File: config.mk
export PLATFORM = sky130hd
export DESIGN_NAME = aar_host_end_flat
export DESIGN_NICKNAME = d
export VERILOG_FILES = /design/src/hw/aar_pkg.sv /design/src/hw/aar_reg_if.sv /design/src/hw/aar_host_end.sv /design/src/flat_wrapper.sv
export VERILOG_INCLUDE_DIRS = /design/src /design/src/hw
export SDC_FILE = /design/constraint.sdc
export NUM_CORES = 1
export LEC_CHECK = 0
export CAP_MARGIN = 20
export CORE_MARGIN = 2
export CORE_UTILIZATION = 57
export DETAILED_ROUTE_END_ITERATION = 8
export DONT_BUFFER_PORTS = 1
export PLACE_DENSITY = 0.86
export SLEW_MARGIN = 30
export SYNTH_ARGS = -nofsm -noshare
export SYNTH_HDL_FRONTEND = slang
export SYNTH_SLANG_ARGS = --single-unit
File: constraint.sdc
create_clock -name pclk -period 1.6 [get_ports pclk]
set_clock_uncertainty 0.1 [all_clocks]
set_input_delay 0.08 -clock pclk [delete_from_list [all_inputs] [get_ports pclk]]
set_output_delay 0.08 -clock pclk [all_outputs]
set_load 0.1 [all_outputs]
File: src/hw/aar_consts.svh
// constants for the aux converter readback block
// assumes inclusion by both ends, the link checker and the bench
`ifndef AAR_CONSTS_SVH
`define AAR_CONSTS_SVH
// device register map (11-bit addresses)
`define AAR_A_RX_PD      11'h324
`define AAR_A_AUX_PD     11'h325
`define AAR_A_RES_UPPER  11'h327
`define AAR_A_RES_LOWER  11'h328
`define AAR_A_IN_SEL     11'h359
// values the host writes to prepare a temperature reading, plus the rssi select code and the reset value
`define AAR_V_CONV_ON    8'h10
`define AAR_V_SENSE_ON   8'h02
`define AAR_V_SEL_TEMP   8'h08
`define AAR_V_SEL_RSSI   8'h04
`define AAR_V_RESET      8'h00
// bit positions
`define AAR_B_CONV_ON    4
`define AAR_B_SENSE_ON   1
// conversion time
`define AAR_CONV_NS      1000
`define AAR_CLK_MHZ      250
`define AAR_CONV_CYC     ((`AAR_CONV_NS * `AAR_CLK_MHZ) / 1000)
// controller APB map
`define AAR_R_CTRL       8'h00
`define AAR_R_ADDR       8'h04
`define AAR_R_WDATA      8'h08
`define AAR_R_STATUS     8'h0C
`define AAR_R_RDATA      8'h10
`define AAR_B_GO         0
`define AAR_B_BUSY       0
`define AAR_B_DONE       1
`define AAR_STEP_WR_LAST 3'd2
`define AAR_STEP_LOW     3'd4
`define AAR_STEP_LAST    3'd5
`endif

File: src/hw/aar_pkg.sv
// types shared by both ends of the converter readback link
// assumes aar_consts.svh is on the include path
package aar_pkg;
    typedef enum logic [1:0] {AAR_OP_SINGLE, AAR_OP_TEMP, AAR_OP_READ,
                              AAR_OP_RSVD} aar_op_e;
    typedef enum logic [1:0] {AAR_RB_IDLE, AAR_RB_LOW, AAR_RB_HIGH}
        aar_rb_e;
    typedef enum logic {AAR_H_IDLE, AAR_H_BUSY} aar_hst_e;
endpackage

File: src/hw/aar_reg_if.sv
// register access link between host controller and device end
// assumes one shared clock; no tristate pins on this link
`timescale 1ns/1ps
interface aar_reg_if;
    logic        req;   // host holds until ack
    logic        wr;    // 1 write, 0 read
    logic [10:0] addr;  // register address
    logic [7:0]  wdata; // write data
    logic        ack;   // one-cycle answer
    logic [7:0]  rdata; // read data, valid with ack
    modport dev  (input req, wr, addr, wdata, output ack, rdata);
    modport host (output req, wr, addr, wdata, input ack, rdata);
endinterface // aar_reg_if

File: src/hw/aar_host_end.sv
// host end: APB-programmed controller issuing device register accesses
// assumes the device answers each request with a one-cycle ack
//
// Decided for this implementation: register access over APB.
`timescale 1ns/1ps
`include "aar_consts.svh"
module aar_host_end
    import aar_pkg::*;
(
    input  wire logic        pclk,    // system clock
    input  wire logic        presetn, // async reset, low
    input  wire logic        psel,    // apb select
    input  wire logic        penable, // apb access phase
    input  wire logic        pwrite,  // apb direction
    input  wire logic [7:0]  paddr,   // apb byte address
    input  wire logic [31:0] pwdata,  // apb write data
    output logic [31:0]      prdata,  // apb read data
    output logic             pready,  // apb ready
    output logic             pslverr, // unmapped access
    aar_reg_if.host          bus      // register link
);
    // ****************************************************
    // state
    // ****************************************************
    aar_hst_e    st;
    aar_hst_e    next_st;
    aar_op_e     op;
    aar_op_e     next_op;
    logic [2:0]  step;
    logic [2:0]  next_step;
    logic [10:0] addr_r;
    logic [10:0] next_addr_r;
    logic [7:0]  wdata_r;
    logic [7:0]  next_wdata_r;
    logic [7:0]  res;
    logic [7:0]  next_res;
    logic        done;
    logic        next_done;
    logic [31:0] prdata_q;
    logic [31:0] next_prdata;
    logic        mapped;
    logic        wr_acc;
    logic        s_wr;
    logic [10:0] s_addr;
    logic [7:0]  s_data;

    assign pready  = 1'b1;
    assign pslverr = psel & penable & ~mapped;
    assign prdata  = prdata_q;
    assign wr_acc  = psel & penable & pwrite;
    assign bus.req   = (st == AAR_H_BUSY);
    assign bus.wr    = s_wr;
    assign bus.addr  = s_addr;
    assign bus.wdata = s_data;

    // address decode
    always_comb
    begin
        if (paddr == `AAR_R_CTRL)
            mapped = 1'b1;
        else if (paddr == `AAR_R_ADDR)
            mapped = 1'b1;
        else if (paddr == `AAR_R_WDATA)
            mapped = 1'b1;
        else if (paddr == `AAR_R_STATUS)
            mapped = 1'b1;
        else if (paddr == `AAR_R_RDATA)
            mapped = 1'b1;
        else
            mapped = 1'b0;
    end

    // step table: power up, select sensor, then three reads
    always_comb
    begin
        s_wr   = 1'b0;
        s_addr = `AAR_A_RES_UPPER;
        s_data = 8'h00;
        if (op == AAR_OP_SINGLE)
        begin
            // single op only reads the chosen address
            s_addr = addr_r;
            s_data = wdata_r;
        end
        else if (step == 3'd0)
        begin
            s_wr   = 1'b1;
            s_addr = `AAR_A_RX_PD;
            s_data = `AAR_V_CONV_ON;
        end
        else if (step == 3'd1)
        begin
            s_wr   = 1'b1;
            s_addr = `AAR_A_AUX_PD;
            s_data = `AAR_V_SENSE_ON;
        end
        else if (step == `AAR_STEP_WR_LAST)
        begin
            s_wr   = 1'b1;
            s_addr = `AAR_A_IN_SEL;
            s_data = `AAR_V_SEL_TEMP;
        end
        else if (step == `AAR_STEP_LOW)
            s_addr = `AAR_A_RES_LOWER;
    end

    // apb writes, sequencing, apb read data
    always_comb
    begin
        next_st      = st;
        next_op      = op;
        next_step    = step;
        next_addr_r  = addr_r;
        next_wdata_r = wdata_r;
        next_res     = res;
        next_done    = done;
        next_prdata  = prdata_q;
        if (wr_acc && paddr == `AAR_R_ADDR)
            next_addr_r = pwdata[10:0];
        if (wr_acc && paddr == `AAR_R_WDATA)
            next_wdata_r = pwdata[7:0];
        if (wr_acc && paddr == `AAR_R_STATUS && pwdata[`AAR_B_DONE])
            next_done = 1'b0;
        if (st == AAR_H_IDLE && wr_acc && paddr == `AAR_R_CTRL
            && pwdata[`AAR_B_GO])
        begin
            next_st   = AAR_H_BUSY;
            next_op   = aar_op_e'(pwdata[2:1]);
            next_step = (pwdata[2:1] == 2'd2) ? 3'd3 : 3'd0;
        end
        else if (st == AAR_H_BUSY && bus.ack)
        begin
            if (op == AAR_OP_SINGLE)
            begin
                next_res  = bus.rdata;
                next_done = 1'b1;
                next_st   = AAR_H_IDLE;
            end
            else if (step == `AAR_STEP_LAST)
            begin
                next_res  = {bus.rdata[5:0], res[1:0]};
                next_done = 1'b1;
                next_st   = AAR_H_IDLE;
            end
            else
            begin
                if (step == `AAR_STEP_LOW)
                    next_res = {6'b00_0000, bus.rdata[1:0]};
                next_step = step + 3'd1;
            end
        end
        if (psel && !penable && !pwrite)
        begin
            if (paddr == `AAR_R_CTRL)
                next_prdata = {29'h0, op, 1'b0};
            else if (paddr == `AAR_R_ADDR)
                next_prdata = {21'h0, addr_r};
            else if (paddr == `AAR_R_WDATA)
                next_prdata = {24'h0, wdata_r};
            else if (paddr == `AAR_R_STATUS)
                next_prdata = {30'h0, done, st == AAR_H_BUSY};
            else if (paddr == `AAR_R_RDATA)
                next_prdata = {24'h0, res};
            else
                next_prdata = 32'h0000_0000;
        end
    end

    always_ff @(posedge pclk or negedge presetn)
    begin
        if (!presetn)
        begin
            st       <= AAR_H_IDLE;
            op       <= AAR_OP_SINGLE;
            step     <= 3'd0;
            addr_r   <= 11'h000;
            wdata_r  <= 8'h00;
            res      <= 8'h00;
            done     <= 1'b0;
            prdata_q <= 32'h0000_0000;
        end
        else
        begin
            st       <= next_st;
            op       <= next_op;
            step     <= next_step;
            addr_r   <= next_addr_r;
            wdata_r  <= next_wdata_r;
            res      <= next_res;
            done     <= next_done;
            prdata_q <= next_prdata;
        end
    end
endmodule // aar_host_end

File: src/flat_wrapper.sv
// flat-port wrapper written by rule: the top's interface ports become plain ports
module aar_host_end_flat import aar_pkg::*;
  (pclk, presetn, psel, penable, pwrite, paddr, pwdata, prdata, pready, pslverr, bus_req, bus_wr, bus_addr, bus_wdata, bus_ack, bus_rdata);
  aar_reg_if bus_i ();
  input  wire logic pclk;
  input  wire logic presetn;
  input  wire logic psel;
  input  wire logic penable;
  input  wire logic pwrite;
  input  wire logic [7:0] paddr;
  input  wire logic [31:0] pwdata;
  output logic [31:0] prdata;
  output logic pready;
  output logic pslverr;
  output wire logic [$bits(bus_i.req)-1:0] bus_req;
  output wire logic [$bits(bus_i.wr)-1:0] bus_wr;
  output wire logic [$bits(bus_i.addr)-1:0] bus_addr;
  output wire logic [$bits(bus_i.wdata)-1:0] bus_wdata;
  input wire logic [$bits(bus_i.ack)-1:0] bus_ack;
  input wire logic [$bits(bus_i.rdata)-1:0] bus_rdata;
  assign bus_req = bus_i.req;
  assign bus_wr = bus_i.wr;
  assign bus_addr = bus_i.addr;
  assign bus_wdata = bus_i.wdata;
  assign bus_i.ack = bus_ack;
  assign bus_i.rdata = bus_rdata;
  aar_host_end u_core (.pclk(pclk), .presetn(presetn), .psel(psel), .penable(penable), .pwrite(pwrite), .paddr(paddr), .pwdata(pwdata), .prdata(prdata), .pready(pready), .pslverr(pslverr), .bus(bus_i));
endmodule
==> Yosys cells after proc, flatten, opt, wreduce, memory -nomap -nowiden <==
Cells that the tools add are included.
W data, S select, Z words.
{ "totals": {"wordCells": 91, "output_inout_bits": 55, "in_bits": 54, "register_bits": 66} }
{ "op_classes": {"addsub": 1, "muxes": 40, "bitwise": 6, "eq_ne": 12, "n_reduce_logical": 23} }
{ "op_table": {"columns": ["operator", "n"], "rows": [
  ["$mux W32", 4],
  ["$mux W8", 7],
  ["$mux W11", 4],
  ["$mux W1", 18],
  ["$eq A8 B4 Y1 const B", 2],
  ["$mux W3", 4],
  ["$logic_and A1 B1 Y1", 10],
  ["$eq A8 B3 Y1 const B", 1],
  ["$eq A8 B5 Y1 const B", 1],
  ["$logic_not A8 Y1", 1],
  ["$mux W4", 2],
  ["$eq A3 B3 Y1 const B", 2],
  ["$reduce_and A3 Y1", 2],
  ["$reduce_bool A3 Y1", 2],
  ["$ne A2 B1 Y1 const B", 2],
  ["$reduce_and A4 Y1", 1],
  ["$reduce_bool A2 Y1", 2],
  ["$add A3 B1 Y3 const B", 1],
  ["$and A1 B1 Y1", 3],
  ["$eq A3 B1 Y1 const B", 1],
  ["$eq A3 B2 Y1 const B", 1],
  ["$logic_not A3 Y1", 1],
  ["$not A1 Y1", 3],
  ["$eq A2 B2 Y1 const B", 1],
  ["other kinds (5)", 6]
]} }

==> Longest topological paths before layout <==
{ "logic_depth": {"depth_word": 9, "mapped_depth": 7, "mapped_depth_nobuf": 6} }

==> Least setup slack after synthesis <==
OpenSTA, ideal clock, no wires.
{ "synth_timing": {"path_kind": "register to output", "start": "register u_core.step[0]", "end": "output bus_addr[1]", "path_stages_with_launch": 5, "setup_slack_ps": -1642, "t_arrival_ps": 3062, "cell_sequence": "dfrtp_1 > ha_1 > nor2_1 > nor2_1 > o31ai_1"} }
{ "synth_via": {"elab_chain_cells": 6, "elab_cells_between_ends": 9, "cone_classes": "eq/ne (3); mux (5); reduce/logical (1)"} }
{ "synth_lines": {"columns": ["element", "line_no", "rtl"], "rows": [
  ["from (decl)", "aar_host_end.sv:29", "logic [2:0] step;"],
  ["from (signal assigned)", "aar_host_end.sv:186", "step <= next_step;"],
  ["$eq A3 B3 Y1 (no source line)", null, null],
  ["$mux W4", "aar_host_end.sv:103", "else if (step == `AAR_STEP_LOW)"],
  ["$mux W11", "aar_host_end.sv:97", "else if (step == `AAR_STEP_WR_LAST)"],
  ["$mux W11", "aar_host_end.sv:91", "else if (step == 3'd1)"],
  ["$mux W11 (*)", "aar_host_end.sv:85", "else if (step == 3'd0)"],
  ["$mux W11 (*)", "aar_host_end.sv:79", "if (op == AAR_OP_SINGLE)"],
  ["to (decl)", "flat_wrapper.sv:17", "output wire logic [$bits(bus_i.addr)-1:0] bus_addr;"]
]} }
Every way passes the cells marked *; elsewhere a longest branch is shown, timed or not.

==> Worst setup path in the final report <==
{ "layout_timing": {"start": "register u_core.step[0]", "end": "output bus_addr[3]"} }
The elaborated chain is that of the path after synthesis.

==> flow_metrics.env <==
export IMPL_die_area_mm2=0.00508
export IMPL_n_antenna_cell=0
export IMPL_synthMuxAreaShare_pct=11.2
export IMPL_setup_viol=31
export IMPL_drt_iter0_drc=309
export IMPL_wl_met1_um=3390
export IMPL_holdWs_ns=0.0313
export IMPL_fin_area_mm2=0.00398
export IMPL_ys_flop_type="dfrtp_1"
export IMPL_clock_path_buffers=2
export IMPL_die_h_um=71.2
export IMPL_final_nets=396
export IMPL_maxSlewViolCount=0
export IMPL_firstDrtPassIters=6
export IMPL_start_kind="flip-flop"
export IMPL_synth_top_family_by_area="simple AND/OR/NAND/NOR gates"
export IMPL_yosys_area_share_adder_pct=1.94
export IMPL_final_layout_size_suffix_gt1_share_pct=46.7
export IMPL_synth_compound_area_share_pct=15.5
export IMPL_syn_area_per_cell_um2=10.1
export IMPL_slowest_stage="or4b_4"
export IMPL_yosys_cell_types_count=45
export IMPL_overflow=0
export IMPL_wl_per_cell_um=24.8
export IMPL_max_stage_delay_ns=0.57
export IMPL_synthSimpleGateAreaFrac_pct=17.5
export IMPL_fp_coreArea_mm2=0.00435
export IMPL_h_tree_depth=2
export IMPL_p_per_area_mw_per_mm2=622
export IMPL_clockRootBuffer="clkbuf_8"
export IMPL_grt_antenna_before_repair=0
export IMPL_status="complete, but fails checks"
export IMPL_cp_cell_sequence="ha_4, or4b_4, buf_6, nand3_4, o21a_4, buf_12"
export IMPL_dieWidth_um=71.2
export IMPL_synth_edf_count=0
export IMPL_yosys_top_cells_area="dfrtp_1, mux2_1, buf_4"
export IMPL_port_buffers=0
export IMPL_min_period_over_period_pct=138
export IMPL_synthArstFlopShare_pct=100
export IMPL_gp_congestion=0.853
export IMPL_routed_wl_um=9690
export IMPL_synth_most_common_cell="dfrtp_1"
export IMPL_yosys_area_top_type_share_pct=43.7
export IMPL_period_minus_slack_ns=2.21
export IMPL_p_leak_uw=0.00180
export IMPL_hp_class="input pin to flip-flop"
export IMPL_ir_drop_mv=0.548
export IMPL_rows=24
export IMPL_start_util_pct=59.2
export IMPL_rsz0062_at_grt="yes"
export IMPL_synth_xor_area_share_pct=0.680
export IMPL_ys_seq_area_share_pct=43.7
export IMPL_crit_type="flip-flop to output port"
export IMPL_grt_pass1_vias=2624
export IMPL_violations="setup timing"
export IMPL_drc_errors=0
export IMPL_clock_sinks=45
export IMPL_worstPathRequired_ns=1.42
export IMPL_arrival_ns=2.03
export IMPL_final_hold_viol_count=0
export IMPL_total_power_uw=2470
export IMPL_drv_cap=0
export IMPL_post_drt_via_cell_ratio=6.48
export IMPL_ant_nets=0
export IMPL_cts_made_buffers=5
export IMPL_yosys_top_cells_count="dfrtp_1, buf_4, mux2_1"
export IMPL_final_util_pct=91.3
export IMPL_synth_seq_cells=45
export IMPL_grtUsageTotal_pct=36.5
export IMPL_fin_ws_ns=-0.609
export IMPL_placed_area_mm2=0.00333
export IMPL_route_met2_wl_um=4980
export IMPL_grt_pass1_wl_um=14100
export IMPL_top_layer_used="met4"
export IMPL_crit_fanout=3
export IMPL_synth_area_mm2=0.00258
export IMPL_crit_path_end_kind="output port"
export IMPL_post_synth_top_area_cell="dfrtp_1"
export IMPL_clk_pin_slew_ns=0.09
export IMPL_wl_met3_um=899
export IMPL_clock_fmax_mhz=453
export IMPL_cts_tree="built"
export IMPL_num_vias=2526
export IMPL_grt_max_degree=46
export IMPL_area_growth_pct=54.3
export IMPL_syn_inst=254
export IMPL_io_pins=109
export IMPL_dp_hpwl_um=4900
export IMPL_clkLatencyLatePin_ns=0.31
export IMPL_yosys_warnings=0
## worst max-delay path, delay by kind of cell (launching register included)
family	cells	cell delay, ns
AND/OR/NAND/NOR	2	0.63
flip-flops	1	0.46
buffers and inverters	2	0.31
adder cells (fa/ha/maj)	1	0.18
AO/OA/AOI/OAI	1	0.14
## where the power goes
group / internal, uW / switching, uW
Clock: 302 / 423
Combinational: 145 / 440
Sequential: 1150 / 13.7
Total: 1590 / 877
## registers in the layout, indices dropped and copies added (netlist names)
| register | flops |
|---|---|
| u_core.res | 8 |
| u_core.op | 2 |
| u_core.wdata_r | 8 |
| u_core.bus.req | 1 |
| u_core.prdata | 11 |
| u_core.step | 3 |
| u_core.addr_r | 11 |
| u_core.done | 1 |
## layer usage
metal | global-route usage, % | vias to the layer above
li1 | - | 1039
met1 | 46.6 | 1229
met2 | 61.2 | 211
met3 | 7.88 | 47
met4 | 13.4 | 0
met5 | 0 | -
## cells in the final DEF (no fill, tap or decap), types with 2 or more instances in the layout
cell	count
a32o_1	2
buf_4	42
or3_4	2
dfrtp_1	42
o21ai_0	9
nand2_4	2
clkbuf_8	5
nand3b_1	4
nor2_1	5
a21oi_1	7
ha_4	3
nor3_1	2
nand2b_1	2
nor2b_1	4
and3_1	3
or3b_2	2
a21o_4	3
a21oi_4	2
mux2i_1	3
conb_1	22
a32oi_1	2
and2_4	7
dfrtp_2	2
a22oi_1	17
nand2_1	14
mux2_1	3
buf_6	11
a22o_1	3
nor3_4	3
mux2_4	20
buf_12	12
o21ai_2	2
dlygate4sd3_1	25
nor2_2	6
nor2_4	5
a21oi_2	6
## area by class of cell
class,count,area [um2]
fill,152,378
tap,52,65.1
sequential,45,1130
inverter,3,13.8
timing repair buffer,92,972
clock inverter,2,16.3
multi-input combinational,191,1710
clock buffer,5,68.8
## path summary, 6_finish.rpt
path / from / endpoint / slack (ns) / depth (start not counted)
setup / recovery: u_core.step[0] / bus_addr[3] / -0.61 / 6
hold / removal: paddr[3] / u_core.prdata[1] / 0.03 / 3
setup reg to reg: u_core.step[0] / u_core.res[0] / -0.16 / 7
hold reg to reg: u_core.prdata[2] / u_core.prdata[2] / 0.41 / 2
max in group asynchronous: presetn / u_core.bus.req / 0.99 / 2
min in group asynchronous: presetn / u_core.res[6] / 0.17 / 2
## through the flow
| step | instances | setup slack, ns | setup TNS (ns) |
|---|---|---|---|
| final | 390 | -0.609 | -6.35 |
| after global routing | 390 | -0.653 | -7.67 |
| after CTS | 391 | -0.582 | -6.16 |
| after detailed placement | 347 | -0.251 | -4.39 |
| after global placement | 347 | -0.216 | -3.30 |
| after floorplan | 274 | -0.355 | -4.82 |
## logic make-up after synthesis
kind of cell             count (synthesis)
AND/OR/NAND/NOR                         77
buffers and inverters                   38
other                                    2
multiplexers                            26
XOR/XNOR                                 2
AO/OA/AOI/OAI                           60
flip-flops                              45
adder cells (fa/ha/maj)                  4
## what timing repair did
item	CTS	global route
hold buffers	26	0
pin swaps	8	8
hold endpoints to repair	80	0
setup buffers	12	6
gates resized for setup	48	16
cloned	1	0
endpoints found under the setup margin	31	33
(Power assumes the default switching activity.)
